==> src/design/audio_port_map.svh <==
// Register offsets, field positions and reset values for the port config bank
`ifndef AUDIO_PORT_MAP_SVH
`define AUDIO_PORT_MAP_SVH
`define PIN_FUNC_OFS        8'h15
`define PORT_EN_DAISY_OFS   8'h18
`define LANE_CFG_OFS        8'h19
`define PRI_FORMAT_OFS      8'h1a
`define PIN_FUNC_RST        8'h00
`define PORT_EN_DAISY_RST   8'h40
`define LANE_CFG_RST        8'h00
`define PRI_FORMAT_RST      8'h30
`define PIN_FUNC_WMASK      8'hf0
`define LANE_CFG_WMASK      8'hf8
`define LANE_CFG_RMASK      8'hfe
`define FLD_HI_POS          6
`define FLD_MID_POS         4
`define DAISY_EN_POS        3
`define DAISY_IN_POS        0
`define DAISY_DIR_BIT       3
`define PRI_OFF_BIT         7
`define SEC_OFF_BIT         6
`define GANG_BIT            5
`define FS_INV_BIT          3
`define BCLK_INV_BIT        2
`define ERR_OFF_BIT         1
`define NO_RESUME_BIT       0
`endif

==> src/design/audio_port_pkg.sv <==
// Types shared by the port config bank
package audio_port_pkg;
    typedef enum logic [1:0] {
        src_none,
        src_pin_one,
        src_pin_two,
        src_input_pin
    } pin_src_e;
    typedef enum logic [2:0] {
        daisy_src_off,
        daisy_src_pin_one,
        daisy_src_pin_two,
        daisy_src_input_pin,
        daisy_src_data_in
    } daisy_src_e;
    typedef enum logic [1:0] {
        fmt_tdm,
        fmt_i2s,
        fmt_left_justified,
        fmt_off
    } frame_fmt_e;
    typedef enum logic [1:0] {
        lane_split,
        lane_two_primary,
        lane_two_secondary,
        lane_none
    } lane_e;
    typedef enum logic [1:0] {
        daisy_off,
        daisy_primary,
        daisy_secondary
    } daisy_mode_e;
    typedef struct packed {
        logic        wr_en;
        logic        rd_en;
        logic [7:0]  addr;
        logic [7:0]  wdata;
    } reg_req_s;
    typedef struct packed {
        pin_src_e    mic_bias_pin_select;
        pin_src_e    aux_conv_start_pin_select;
    } pin_ctrl_s;
    typedef struct packed {
        logic        primary_on;
        logic        secondary_on;
        logic        secondary_follows_primary;
        daisy_mode_e daisy_mode;
        daisy_src_e  daisy_src;
        logic        daisy_input_dir;
        lane_e       output_lane_alloc;
        lane_e       input_lane_alloc;
    } port_ctrl_s;
    typedef struct packed {
        frame_fmt_e  primary_frame_format;
        logic [5:0]  primary_word_length;
        logic        primary_frame_sync_invert;
        logic        primary_bit_clock_invert;
        logic        bus_error_detect_on;
        logic        bus_error_auto_resume;
        logic        sec_frame_sync_invert;
        logic        sec_bit_clock_invert;
    } fmt_ctrl_s;
endpackage

==> src/design/audio_port_config_regs.sv <==
// Serial audio port configuration register bank
`timescale 1ns/1ns
`default_nettype none
`include "audio_port_map.svh"
module audio_port_config_regs (
    // Clock and reset
    input  wire logic                    ref_clk,
    input  wire logic                    rst,
    // Register access
    input  wire audio_port_pkg::reg_req_s req,
    output logic [7:0]                   rdata,
    output logic                         rvalid,
    // General pins
    input  wire logic                    general_pin_one,
    input  wire logic                    general_pin_two,
    input  wire logic                    general_input_pin,
    input  wire logic                    data_in_pin,
    // Events from the port logic
    input  wire logic                    bus_error,
    input  wire logic                    bus_error_cleared,
    // Decoded controls
    output audio_port_pkg::pin_ctrl_s    pin_ctrl,
    output audio_port_pkg::port_ctrl_s   port_ctrl,
    output audio_port_pkg::fmt_ctrl_s    fmt_ctrl,
    output logic                         mic_bias_on,
    output logic                         aux_conv_start,
    output logic                         daisy_in,
    output logic                         port_halted
);
    import audio_port_pkg::*;

    logic [7:0] pin_func_reg;
    logic [7:0] port_en_reg;
    logic [7:0] lane_reg;
    logic [7:0] fmt_reg;
    logic       halted_reg;
    logic       bias_lvl;
    logic       conv_lvl;
    logic       conv_prev_reg;
    logic       daisy_lvl;
    pin_src_e   bias_sel;
    pin_src_e   conv_sel;

    // Reserved codes fall back to a safe off state
    function automatic lane_e lane_dec(input logic [1:0] c);
        lane_dec = (c == 2'h3) ? lane_none : lane_e'(c);
    endfunction

    function automatic logic [5:0] wlen_dec(input logic [1:0] c);
        unique case (c)
            2'h0: wlen_dec = 6'h10;
            2'h1: wlen_dec = 6'h14;
            2'h2: wlen_dec = 6'h18;
            2'h3: wlen_dec = 6'h20;
        endcase
    endfunction

    always_ff @(posedge ref_clk) begin
        if (rst) begin
            pin_func_reg <= `PIN_FUNC_RST;
        end else if (req.wr_en && req.addr == `PIN_FUNC_OFS) begin
            pin_func_reg <= req.wdata & `PIN_FUNC_WMASK;
        end
    end

    always_ff @(posedge ref_clk) begin
        if (rst) begin
            port_en_reg <= `PORT_EN_DAISY_RST;
        end else if (req.wr_en && req.addr == `PORT_EN_DAISY_OFS) begin
            port_en_reg <= req.wdata;
        end
    end

    always_ff @(posedge ref_clk) begin
        if (rst) begin
            lane_reg <= `LANE_CFG_RST;
        end else if (req.wr_en && req.addr == `LANE_CFG_OFS) begin
            // Bits 2-0 are masked on write and held at reset value
            lane_reg <= req.wdata & `LANE_CFG_WMASK;
        end
    end

    always_ff @(posedge ref_clk) begin
        if (rst) begin
            fmt_reg <= `PRI_FORMAT_RST;
        end else if (req.wr_en && req.addr == `PRI_FORMAT_OFS) begin
            fmt_reg <= req.wdata;
        end
    end

    // Read path, unmapped offsets read zero
    always_ff @(posedge ref_clk) begin
        if (rst) begin
            rdata  <= 8'h00;
            rvalid <= 1'b0;
        end else begin
            rvalid <= req.rd_en;
            unique case (req.addr)
                `PIN_FUNC_OFS:      rdata <= pin_func_reg & `PIN_FUNC_WMASK;
                `PORT_EN_DAISY_OFS: rdata <= port_en_reg;
                `LANE_CFG_OFS:      rdata <= lane_reg & `LANE_CFG_RMASK;
                `PRI_FORMAT_OFS:    rdata <= fmt_reg;
                default:            rdata <= 8'h00;
            endcase
        end
    end

    assign bias_sel = pin_src_e'(pin_func_reg[`FLD_HI_POS +: 2]);
    assign conv_sel = pin_src_e'(pin_func_reg[`FLD_MID_POS +: 2]);

    pin_src_sel u_bias_sel (
        .sel               (bias_sel),
        .general_pin_one   (general_pin_one),
        .general_pin_two   (general_pin_two),
        .general_input_pin (general_input_pin),
        .level             (bias_lvl)
    );

    pin_src_sel u_conv_sel (
        .sel               (conv_sel),
        .general_pin_one   (general_pin_one),
        .general_pin_two   (general_pin_two),
        .general_input_pin (general_input_pin),
        .level             (conv_lvl)
    );

    always_ff @(posedge ref_clk) begin
        if (rst) begin
            pin_ctrl      <= '0;
            mic_bias_on   <= 1'b0;
            aux_conv_start <= 1'b0;
            conv_prev_reg <= 1'b0;
        end else begin
            pin_ctrl.mic_bias_pin_select       <= bias_sel;
            pin_ctrl.aux_conv_start_pin_select <= conv_sel;
            mic_bias_on    <= bias_lvl;
            // Rising edge starts one conversion, a held pin does not retrigger
            conv_prev_reg  <= conv_lvl;
            aux_conv_start <= conv_lvl & ~conv_prev_reg;
        end
    end

    // Daisy source decode, reserved codes give no input
    always_comb begin
        unique case (port_en_reg[`DAISY_IN_POS +: 3])
            3'h1:    daisy_lvl = general_pin_one;
            3'h2:    daisy_lvl = general_pin_two;
            3'h3:    daisy_lvl = general_input_pin;
            3'h5:    daisy_lvl = data_in_pin;
            default: daisy_lvl = 1'b0;
        endcase
    end

    always_ff @(posedge ref_clk) begin
        if (rst) begin
            port_ctrl <= '{primary_on: 1'b1, daisy_mode: daisy_off,
                daisy_src: daisy_src_off, output_lane_alloc: lane_split,
                input_lane_alloc: lane_split, default: 1'b0};
            daisy_in  <= 1'b0;
        end else begin
            // Daisy on one port takes the other port away
            port_ctrl.primary_on <= ~port_en_reg[`PRI_OFF_BIT] && ~halted_reg
                && port_en_reg[`DAISY_EN_POS +: 2] != 2'h2;
            port_ctrl.secondary_on <= ~port_en_reg[`SEC_OFF_BIT]
                && port_en_reg[`DAISY_EN_POS +: 2] != 2'h1;
            port_ctrl.secondary_follows_primary <= port_en_reg[`GANG_BIT];
            unique case (port_en_reg[`DAISY_EN_POS +: 2])
                2'h1:    port_ctrl.daisy_mode <= daisy_primary;
                2'h2:    port_ctrl.daisy_mode <= daisy_secondary;
                default: port_ctrl.daisy_mode <= daisy_off;
            endcase
            unique case (port_en_reg[`DAISY_IN_POS +: 3])
                3'h1:    port_ctrl.daisy_src <= daisy_src_pin_one;
                3'h2:    port_ctrl.daisy_src <= daisy_src_pin_two;
                3'h3:    port_ctrl.daisy_src <= daisy_src_input_pin;
                3'h5:    port_ctrl.daisy_src <= daisy_src_data_in;
                default: port_ctrl.daisy_src <= daisy_src_off;
            endcase
            port_ctrl.daisy_input_dir <= lane_reg[`DAISY_DIR_BIT];
            port_ctrl.output_lane_alloc <=
                lane_dec(lane_reg[`FLD_HI_POS +: 2]);
            port_ctrl.input_lane_alloc <=
                lane_dec(lane_reg[`FLD_MID_POS +: 2]);
            daisy_in <= daisy_lvl;
        end
    end

    // Error latch; a new error in the clear cycle wins
    always_ff @(posedge ref_clk) begin
        if (rst) begin
            halted_reg <= 1'b0;
        end else if (bus_error && ~fmt_reg[`ERR_OFF_BIT]) begin
            halted_reg <= 1'b1;
        end else if (req.wr_en && req.addr == `PRI_FORMAT_OFS) begin
            halted_reg <= 1'b0;
        end else if (bus_error_cleared && ~fmt_reg[`NO_RESUME_BIT]) begin
            halted_reg <= 1'b0;
        end
    end

    always_ff @(posedge ref_clk) begin
        if (rst) begin
            // Decoded view matches the register reset value at once
            fmt_ctrl    <= '{primary_frame_format: fmt_tdm,
                primary_word_length: 6'h20, bus_error_detect_on: 1'b1,
                bus_error_auto_resume: 1'b1, default: 1'b0};
            port_halted <= 1'b0;
        end else begin
            fmt_ctrl.primary_frame_format <=
                frame_fmt_e'(fmt_reg[`FLD_HI_POS +: 2]);
            fmt_ctrl.primary_word_length <=
                wlen_dec(fmt_reg[`FLD_MID_POS +: 2]);
            fmt_ctrl.primary_frame_sync_invert <= fmt_reg[`FS_INV_BIT];
            fmt_ctrl.primary_bit_clock_invert <= fmt_reg[`BCLK_INV_BIT];
            // Ganged secondary gets the polarity only through the gang path
            fmt_ctrl.sec_frame_sync_invert <= port_en_reg[`GANG_BIT]
                & fmt_reg[`FS_INV_BIT];
            fmt_ctrl.sec_bit_clock_invert <= port_en_reg[`GANG_BIT]
                & fmt_reg[`BCLK_INV_BIT];
            fmt_ctrl.bus_error_detect_on <= ~fmt_reg[`ERR_OFF_BIT];
            fmt_ctrl.bus_error_auto_resume <= ~fmt_reg[`NO_RESUME_BIT];
            port_halted <= halted_reg;
        end
    end
endmodule
`default_nettype wire

==> src/design/pin_src_sel.sv <==
// Picks one of the three general pins by a two-bit source code
`timescale 1ns/1ns
`default_nettype none
module pin_src_sel (
    // Selection
    input  wire audio_port_pkg::pin_src_e sel,
    // Pins
    input  wire logic                     general_pin_one,
    input  wire logic                     general_pin_two,
    input  wire logic                     general_input_pin,
    // Result
    output logic                          level
);
    import audio_port_pkg::*;
    always_comb begin
        unique case (sel)
            src_none:      level = 1'b0;
            src_pin_one:   level = general_pin_one;
            src_pin_two:   level = general_pin_two;
            src_input_pin: level = general_input_pin;
        endcase
    end
endmodule
`default_nettype wire

==> config.mk <==
export PLATFORM = sky130hd
export DESIGN_NAME = audio_port_config_regs
export DESIGN_NICKNAME = d
export VERILOG_FILES = /design/src/design/audio_port_pkg.sv /design/src/design/audio_port_config_regs.sv /design/src/design/pin_src_sel.sv
export VERILOG_INCLUDE_DIRS = /design/src /design/src/design
export SDC_FILE = /design/constraint.sdc
export NUM_CORES = 1
export LEC_CHECK = 0
export BUFFER_PORTS_ARGS = -buffer_cell sky130_fd_sc_hd__buf_2
export CAP_MARGIN = 15
export CORE_MARGIN = 2
export CORE_UTILIZATION = 46
export DETAILED_ROUTE_END_ITERATION = 10
export GPL_ROUTABILITY_DRIVEN = 0
export PLACE_DENSITY = 0.79
export SKIP_LAST_GASP = 1
export SYNTH_ARGS = -nofsm -noshare
export SYNTH_HDL_FRONTEND = slang
export SYNTH_SLANG_ARGS = --single-unit
==> constraint.sdc <==
create_clock -name ref_clk -period 1.65 [get_ports ref_clk]
set_input_delay 0.4125 -clock ref_clk [delete_from_list [all_inputs] [get_ports ref_clk]]
set_output_delay 0.4125 -clock ref_clk [all_outputs]
set_load 0.05 [all_outputs]
# ---- Word level (Yosys, flattened, before mapping)
# Cells that the tools add are included.
dict set report totals {
  mem_count 0
  romBits 0
  latchBits 0
  register_bits 71
  word_cells 87
  mem_bits_rw 0
}
dict set report op_classes {
  shifts 0
  reduce_logical 13
  n_lt_le_gt_ge 0
  mux 12
  eq_ne 23
  add_sub_neg 0
  n_div 0
  bitwise 9
  multipliers 0
}
# op count
set ops {}
lappend ops {{equality test 8 x 5 -> 1 bit (second input constant)} 4}
lappend ops {{one-hot mux 8 bit (4 select lines)} 1}
lappend ops {{one-hot mux 6 bit (4 select lines)} 1}
lappend ops {{equality test 2 bit (second input constant)} 9}
lappend ops {{one-hot mux 1 bit (4 select lines)} 3}
lappend ops {{one-hot mux 3 bit (4 select lines)} 1}
lappend ops {{logical AND 1 bit} 9}
lappend ops {{equality test 2 x 1 -> 1 bit (second input constant)} 4}
lappend ops {{equality test 3 x 2 -> 1 bit (second input constant)} 2}
lappend ops {{zero test 2 bit} 3}
lappend ops {{NOT 1 bit} 6}
lappend ops {{2-to-1 mux 2 bit} 2}
lappend ops {{one-hot mux 2 bit (2 select lines)} 1}
lappend ops {{AND 1 bit} 3}
lappend ops {{equality test 3 x 1 -> 1 bit (second input constant)} 1}
lappend ops {{equality test 3 bit (second input constant)} 1}
lappend ops {{2-to-1 mux 1 bit} 3}
lappend ops {{nonzero test 3 bit} 1}
lappend ops {{!= test 2 x 1 -> 1 bit (second input constant)} 1}
lappend ops {{!= test 2 bit (second input constant)} 1}

# ---- Logic depth before layout (Yosys ltp)
dict set report depth {
  depth_word 5
  mapped_depth 6
}

# ---- Modules after synthesis
# A second synthesis with hierarchy kept.
dict set report hier_totals {
  hier_cells 245
  area_unflattened_um2 2491.1
}
# mod instances seq_area_each_um2 area_each_um2 cells_each
set modules_own_cells {}
lappend modules_own_cells {audio_port_config_regs 1 1381.3 2443.6 239}
lappend modules_own_cells {pin_src_sel 2 0.0 23.8 3}

# ---- Worst setup path before layout
# OpenSTA, ideal clock, no wires.
dict set report synth_timing {
  path_kind {input -> register}
  from {input port req[13] (netlist bit)}
  to {register rdata[3]}
  path_stages 3
  path_slack_ns 0.005
  path_buffers 0
  arrival_time_ns 1.557
  cell_sequence {or4b_4 a2111o_1 nor4_2}
}
dict set report synth_between {
  elab_chain_cells 2
}
# element line
set synth_lines {}
lappend synth_lines {{start: declaration} audio_port_config_regs.sv:10} ;# input wire audio_port_pkg::reg_req_s req,
lappend synth_lines {{equality test 8 x 5 -> 1 bit} audio_port_config_regs.sv:98} ;# unique case (req.addr)
lappend synth_lines {{one-hot mux 8 bit (4 select lines) *} audio_port_config_regs.sv:98}
lappend synth_lines {{end signal: assignment} audio_port_config_regs.sv:99} ;# `PIN_FUNC_OFS: rdata <= pin_func_reg & `PIN_FUNC_WMASK;
lappend synth_lines {{end signal: assignment} audio_port_config_regs.sv:100} ;# `PORT_EN_DAISY_OFS: rdata <= port_en_reg;
lappend synth_lines {{end signal: assignment} audio_port_config_regs.sv:101} ;# `LANE_CFG_OFS: rdata <= lane_reg & `LANE_CFG_RMASK;
lappend synth_lines {{end: declaration} audio_port_config_regs.sv:11} ;# output logic [7:0] rdata,
# Every way passes the cells marked *; elsewhere a longest branch is shown, timed or not.
# A chain may end at the register's enable or synchronous reset.

# ---- Final worst setup path
# Same ends and word-level chain as after synthesis.

==> results.tsv <==
metric	value	unit
antenna_diodes	0	
cts_repair_resize_count	0	
ys_types	39	
worst_ep_arrival	1740	ps
min-delay-path-class	in2reg	
synth-seq-cells	69	
cts_hold_buffers	0	
detail_route.first_pass.iterations	4	
seqCellArea	1380	sq um
clk_path_buf_depth	2	
drc	0	
avgSynthCellArea	10.4	sq um
max_freq	0.667	GHz
unrepaired_setup_endpoints_after_global_routing	false	
hold-worst-slack	300	ps
cp_endpoint_kind	register	
power_density	1010	nW/um^2
timing.final.crit_period	1500	ps
drv_slew	0	
status	finished, final reports clean	
synthDominantAreaCellType	sky130_fd_sc_hd__dfxtp_1	
grt_pass1_vias	1767	
total_length_of_routed_wires	5.03	mm
clock_group_share_of_total_power	41.7	%
total_power	3160	uW
largest_register_ffs	13	
worstSetupPathType	in2reg	
switching_power	686	uW
die_width	77.5	um
number_of_flops_mapped_to_enable_cells_by_yosys	0	
drt_first_iter_violations	78	
initial_antenna_violation_count	0	
sw_frac_of_total	21.7	%
cp.buffers_inverters	1	
r2r.worst_path.cells	4	
numClockSinks	69	
core-area	5170	sq um
crit_share_post_route	90.9	%
global_route.overflow_total	0	
path_max_fanout	5	
die_height	77.5	um
detailed_place_hpwl	3.74	mm
detail_route.vias_per_cell	4.89	
timing.clock.skew	6.91	ps
starting_density_of_the_core	48.0	%
power_frac_comb	5.2	%
setup_viol	0	
synth_sequential_area_ratio	55.6	%
start_kind	input pin	
clk_root_buffer_cell	sky130_fd_sc_hd__clkbuf_8	
slowest_stage	sky130_fd_sc_hd__or4b_4	
finalSetupTns	0	ps
ys.flop_type	sky130_fd_sc_hd__dfxtp_1	
min_path_cells	2	
yosys.cell_count.top_type	sky130_fd_sc_hd__dfxtp_1	
cpPeakStageDelay	530	ps
wl_per_cell	12.8	um
placement_rows	26	
finalNetCount	343	
power.internal	2470	uW
share_seq_of_total_power	53.1	%
peakVddDrop	0.000453	V
vias	1915	
ioPinCount	70	
clk_latency	330	ps
critPathRequiredTime	1890	ps
postSynthCellCount	239	
share_of_synthesized_registers_carrying_an_async_set_or_reset	0	%
post_route_cells_drive_above_1_share	31.7	%
top_register_by_number_of_flip_flops	port_ctrl	
netlist_area	2480	sq um
most_instantiated_cells_after_synthesis	sky130_fd_sc_hd__dfxtp_1 (69), sky130_fd_sc_hd__nor2_1 (31), sky130_fd_sc_hd__mux2i_1 (24)	
htree_num_levels	3	
layout.filler_cells	439	
grt.total_usage	17.9	%
pin_count_of_the_biggest_net_entering_global_routing	59	
route.antenna.remaining_nets	0	
area.growth.synth_to_final	26.3	%
final_hold_viol_count	0	
cts_inserted_buffers	9	
tritoncts	built	
die_area	6000	sq um
clkSlewWorstSetupHoldPaths	70	ps
yosys-top-cells-area	sky130_fd_sc_hd__dfxtp_1 (56%), sky130_fd_sc_hd__mux2i_1 (9.7%), sky130_fd_sc_hd__nor2b_1 (5.3%), sky130_fd_sc_hd__nor2_1 (4.7%), sky130_fd_sc_hd__a21oi_1 (2.6%)	
timing.critical_path.cells	buf_2 > or4b_4 > a2111o_1 > nor4_2	
path_delay_family	simple AND/OR/NAND/NOR gates	
synth-warning-count	0	
drv.max_cap_violation_count	0	
multi_input_area	1020	sq um
critical_path_depth	4	
static-leakage-power	0.00144	uW
grt_pass1_wl	8.35	mm
io_buffers	67	
largestRegisters	port_ctrl: 13 flops, fmt_ctrl: 12 flops	
post_cts.repair.setup_buffers	0	
synth_top_cell_area_share	55.6	%
-- final timing paths --
| path | startpoint | to | slack, ps |
|---|---|---|---|
| hold reg to reg | conv_prev_reg | aux_conv_start | 390 |
| setup / recovery | req[13] | rdata[3] | 150 |
| setup reg to reg | pin_func_reg[5] | aux_conv_start | 520 |
| hold / removal | req[16] | rvalid | 300 |
-- power by group through the flow --
stage / clock network, uW / logic (uW) / registers, uW
floorplan: 0 / 83.5 / 1730
global placement: 0 / 162 / 1710
detailed placement: 0 / 164 / 1710
CTS: 1370 / 165 / 1670
global route: 1450 / 177 / 1670
finish: 1320 / 164 / 1670
-- metal layers --
layer  wire (um)  GRT usage (%)  vias up
met5           0              0        -
met4          33           6.61        0
met3         315           5.70        4
met2        2390           27.8       68
met1        2290           23.2      884
li1            -              -      959
-- cells by family after synthesis --
| family | count (synthesis) | synth area share (%) |
|---|---|---|
| AND/OR/NAND/NOR | 97 | 22.6 |
| buffers and inverters | 17 | 3.53 |
| other | 1 | 0.151 |
| multiplexers | 26 | 10.6 |
| AO/OA/AOI/OAI | 29 | 7.56 |
| flip-flops | 69 | 55.6 |
-- placed cells by master (no fill, tap or decap), types with 2 or more instances in the layout --
| cell type | n |
|---|---|
| sky130_fd_sc_hd__nand4_1 | 2 |
| sky130_fd_sc_hd__buf_4 | 12 |
| sky130_fd_sc_hd__nor2_1 | 31 |
| sky130_fd_sc_hd__o21ai_1 | 2 |
| sky130_fd_sc_hd__clkbuf_8 | 10 |
| sky130_fd_sc_hd__nor3b_1 | 4 |
| sky130_fd_sc_hd__nand2b_1 | 6 |
| sky130_fd_sc_hd__buf_2 | 67 |
| sky130_fd_sc_hd__mux2i_1 | 24 |
| sky130_fd_sc_hd__and3_1 | 2 |
| sky130_fd_sc_hd__mux2_1 | 2 |
| sky130_fd_sc_hd__a22oi_1 | 4 |
| sky130_fd_sc_hd__nor2b_1 | 21 |
| sky130_fd_sc_hd__nand3b_1 | 3 |
| sky130_fd_sc_hd__a21oi_1 | 13 |
| sky130_fd_sc_hd__clkbuf_1 | 2 |
| sky130_fd_sc_hd__a22o_1 | 3 |
| sky130_fd_sc_hd__conb_1 | 2 |
| sky130_fd_sc_hd__dfxtp_1 | 69 |
| sky130_fd_sc_hd__a21o_1 | 3 |
| sky130_fd_sc_hd__inv_1 | 2 |
| sky130_fd_sc_hd__nand3_1 | 4 |
| sky130_fd_sc_hd__clkinv_2 | 2 |
| sky130_fd_sc_hd__nor4bb_1 | 2 |
| sky130_fd_sc_hd__and2_1 | 2 |
| sky130_fd_sc_hd__nor3_1 | 2 |
| sky130_fd_sc_hd__nand2_1 | 10 |
| sky130_fd_sc_hd__nor2b_2 | 2 |
-- stage by stage --
stage          worst slack, ps  utilization [%]  std cells  cell area (sq um)
2_1_floorplan             5.12                -        240               2490
3_3_place_gp              -154             56.9        376               2940
3_5_place_dp              -197             56.9        376               2940
4_1_cts                    171             60.6        392               3140
5_1_grt                    115             60.6        392               3140
6_report                   151             60.6        392               3140
-- final cells by class --
| type | instances | share of cell area [%] |
|---|---|---|
| clock buffer | 12 | 4.63 |
| clock inverter | 4 | 1.52 |
| inverter | 3 | 0.359 |
| timing repair buffer | 80 | 14.2 |
| tap | 70 | 2.79 |
| multi-input combinational | 154 | 32.5 |
| sequential | 69 | 44.0 |
Power figures use the tool's default switching activity.
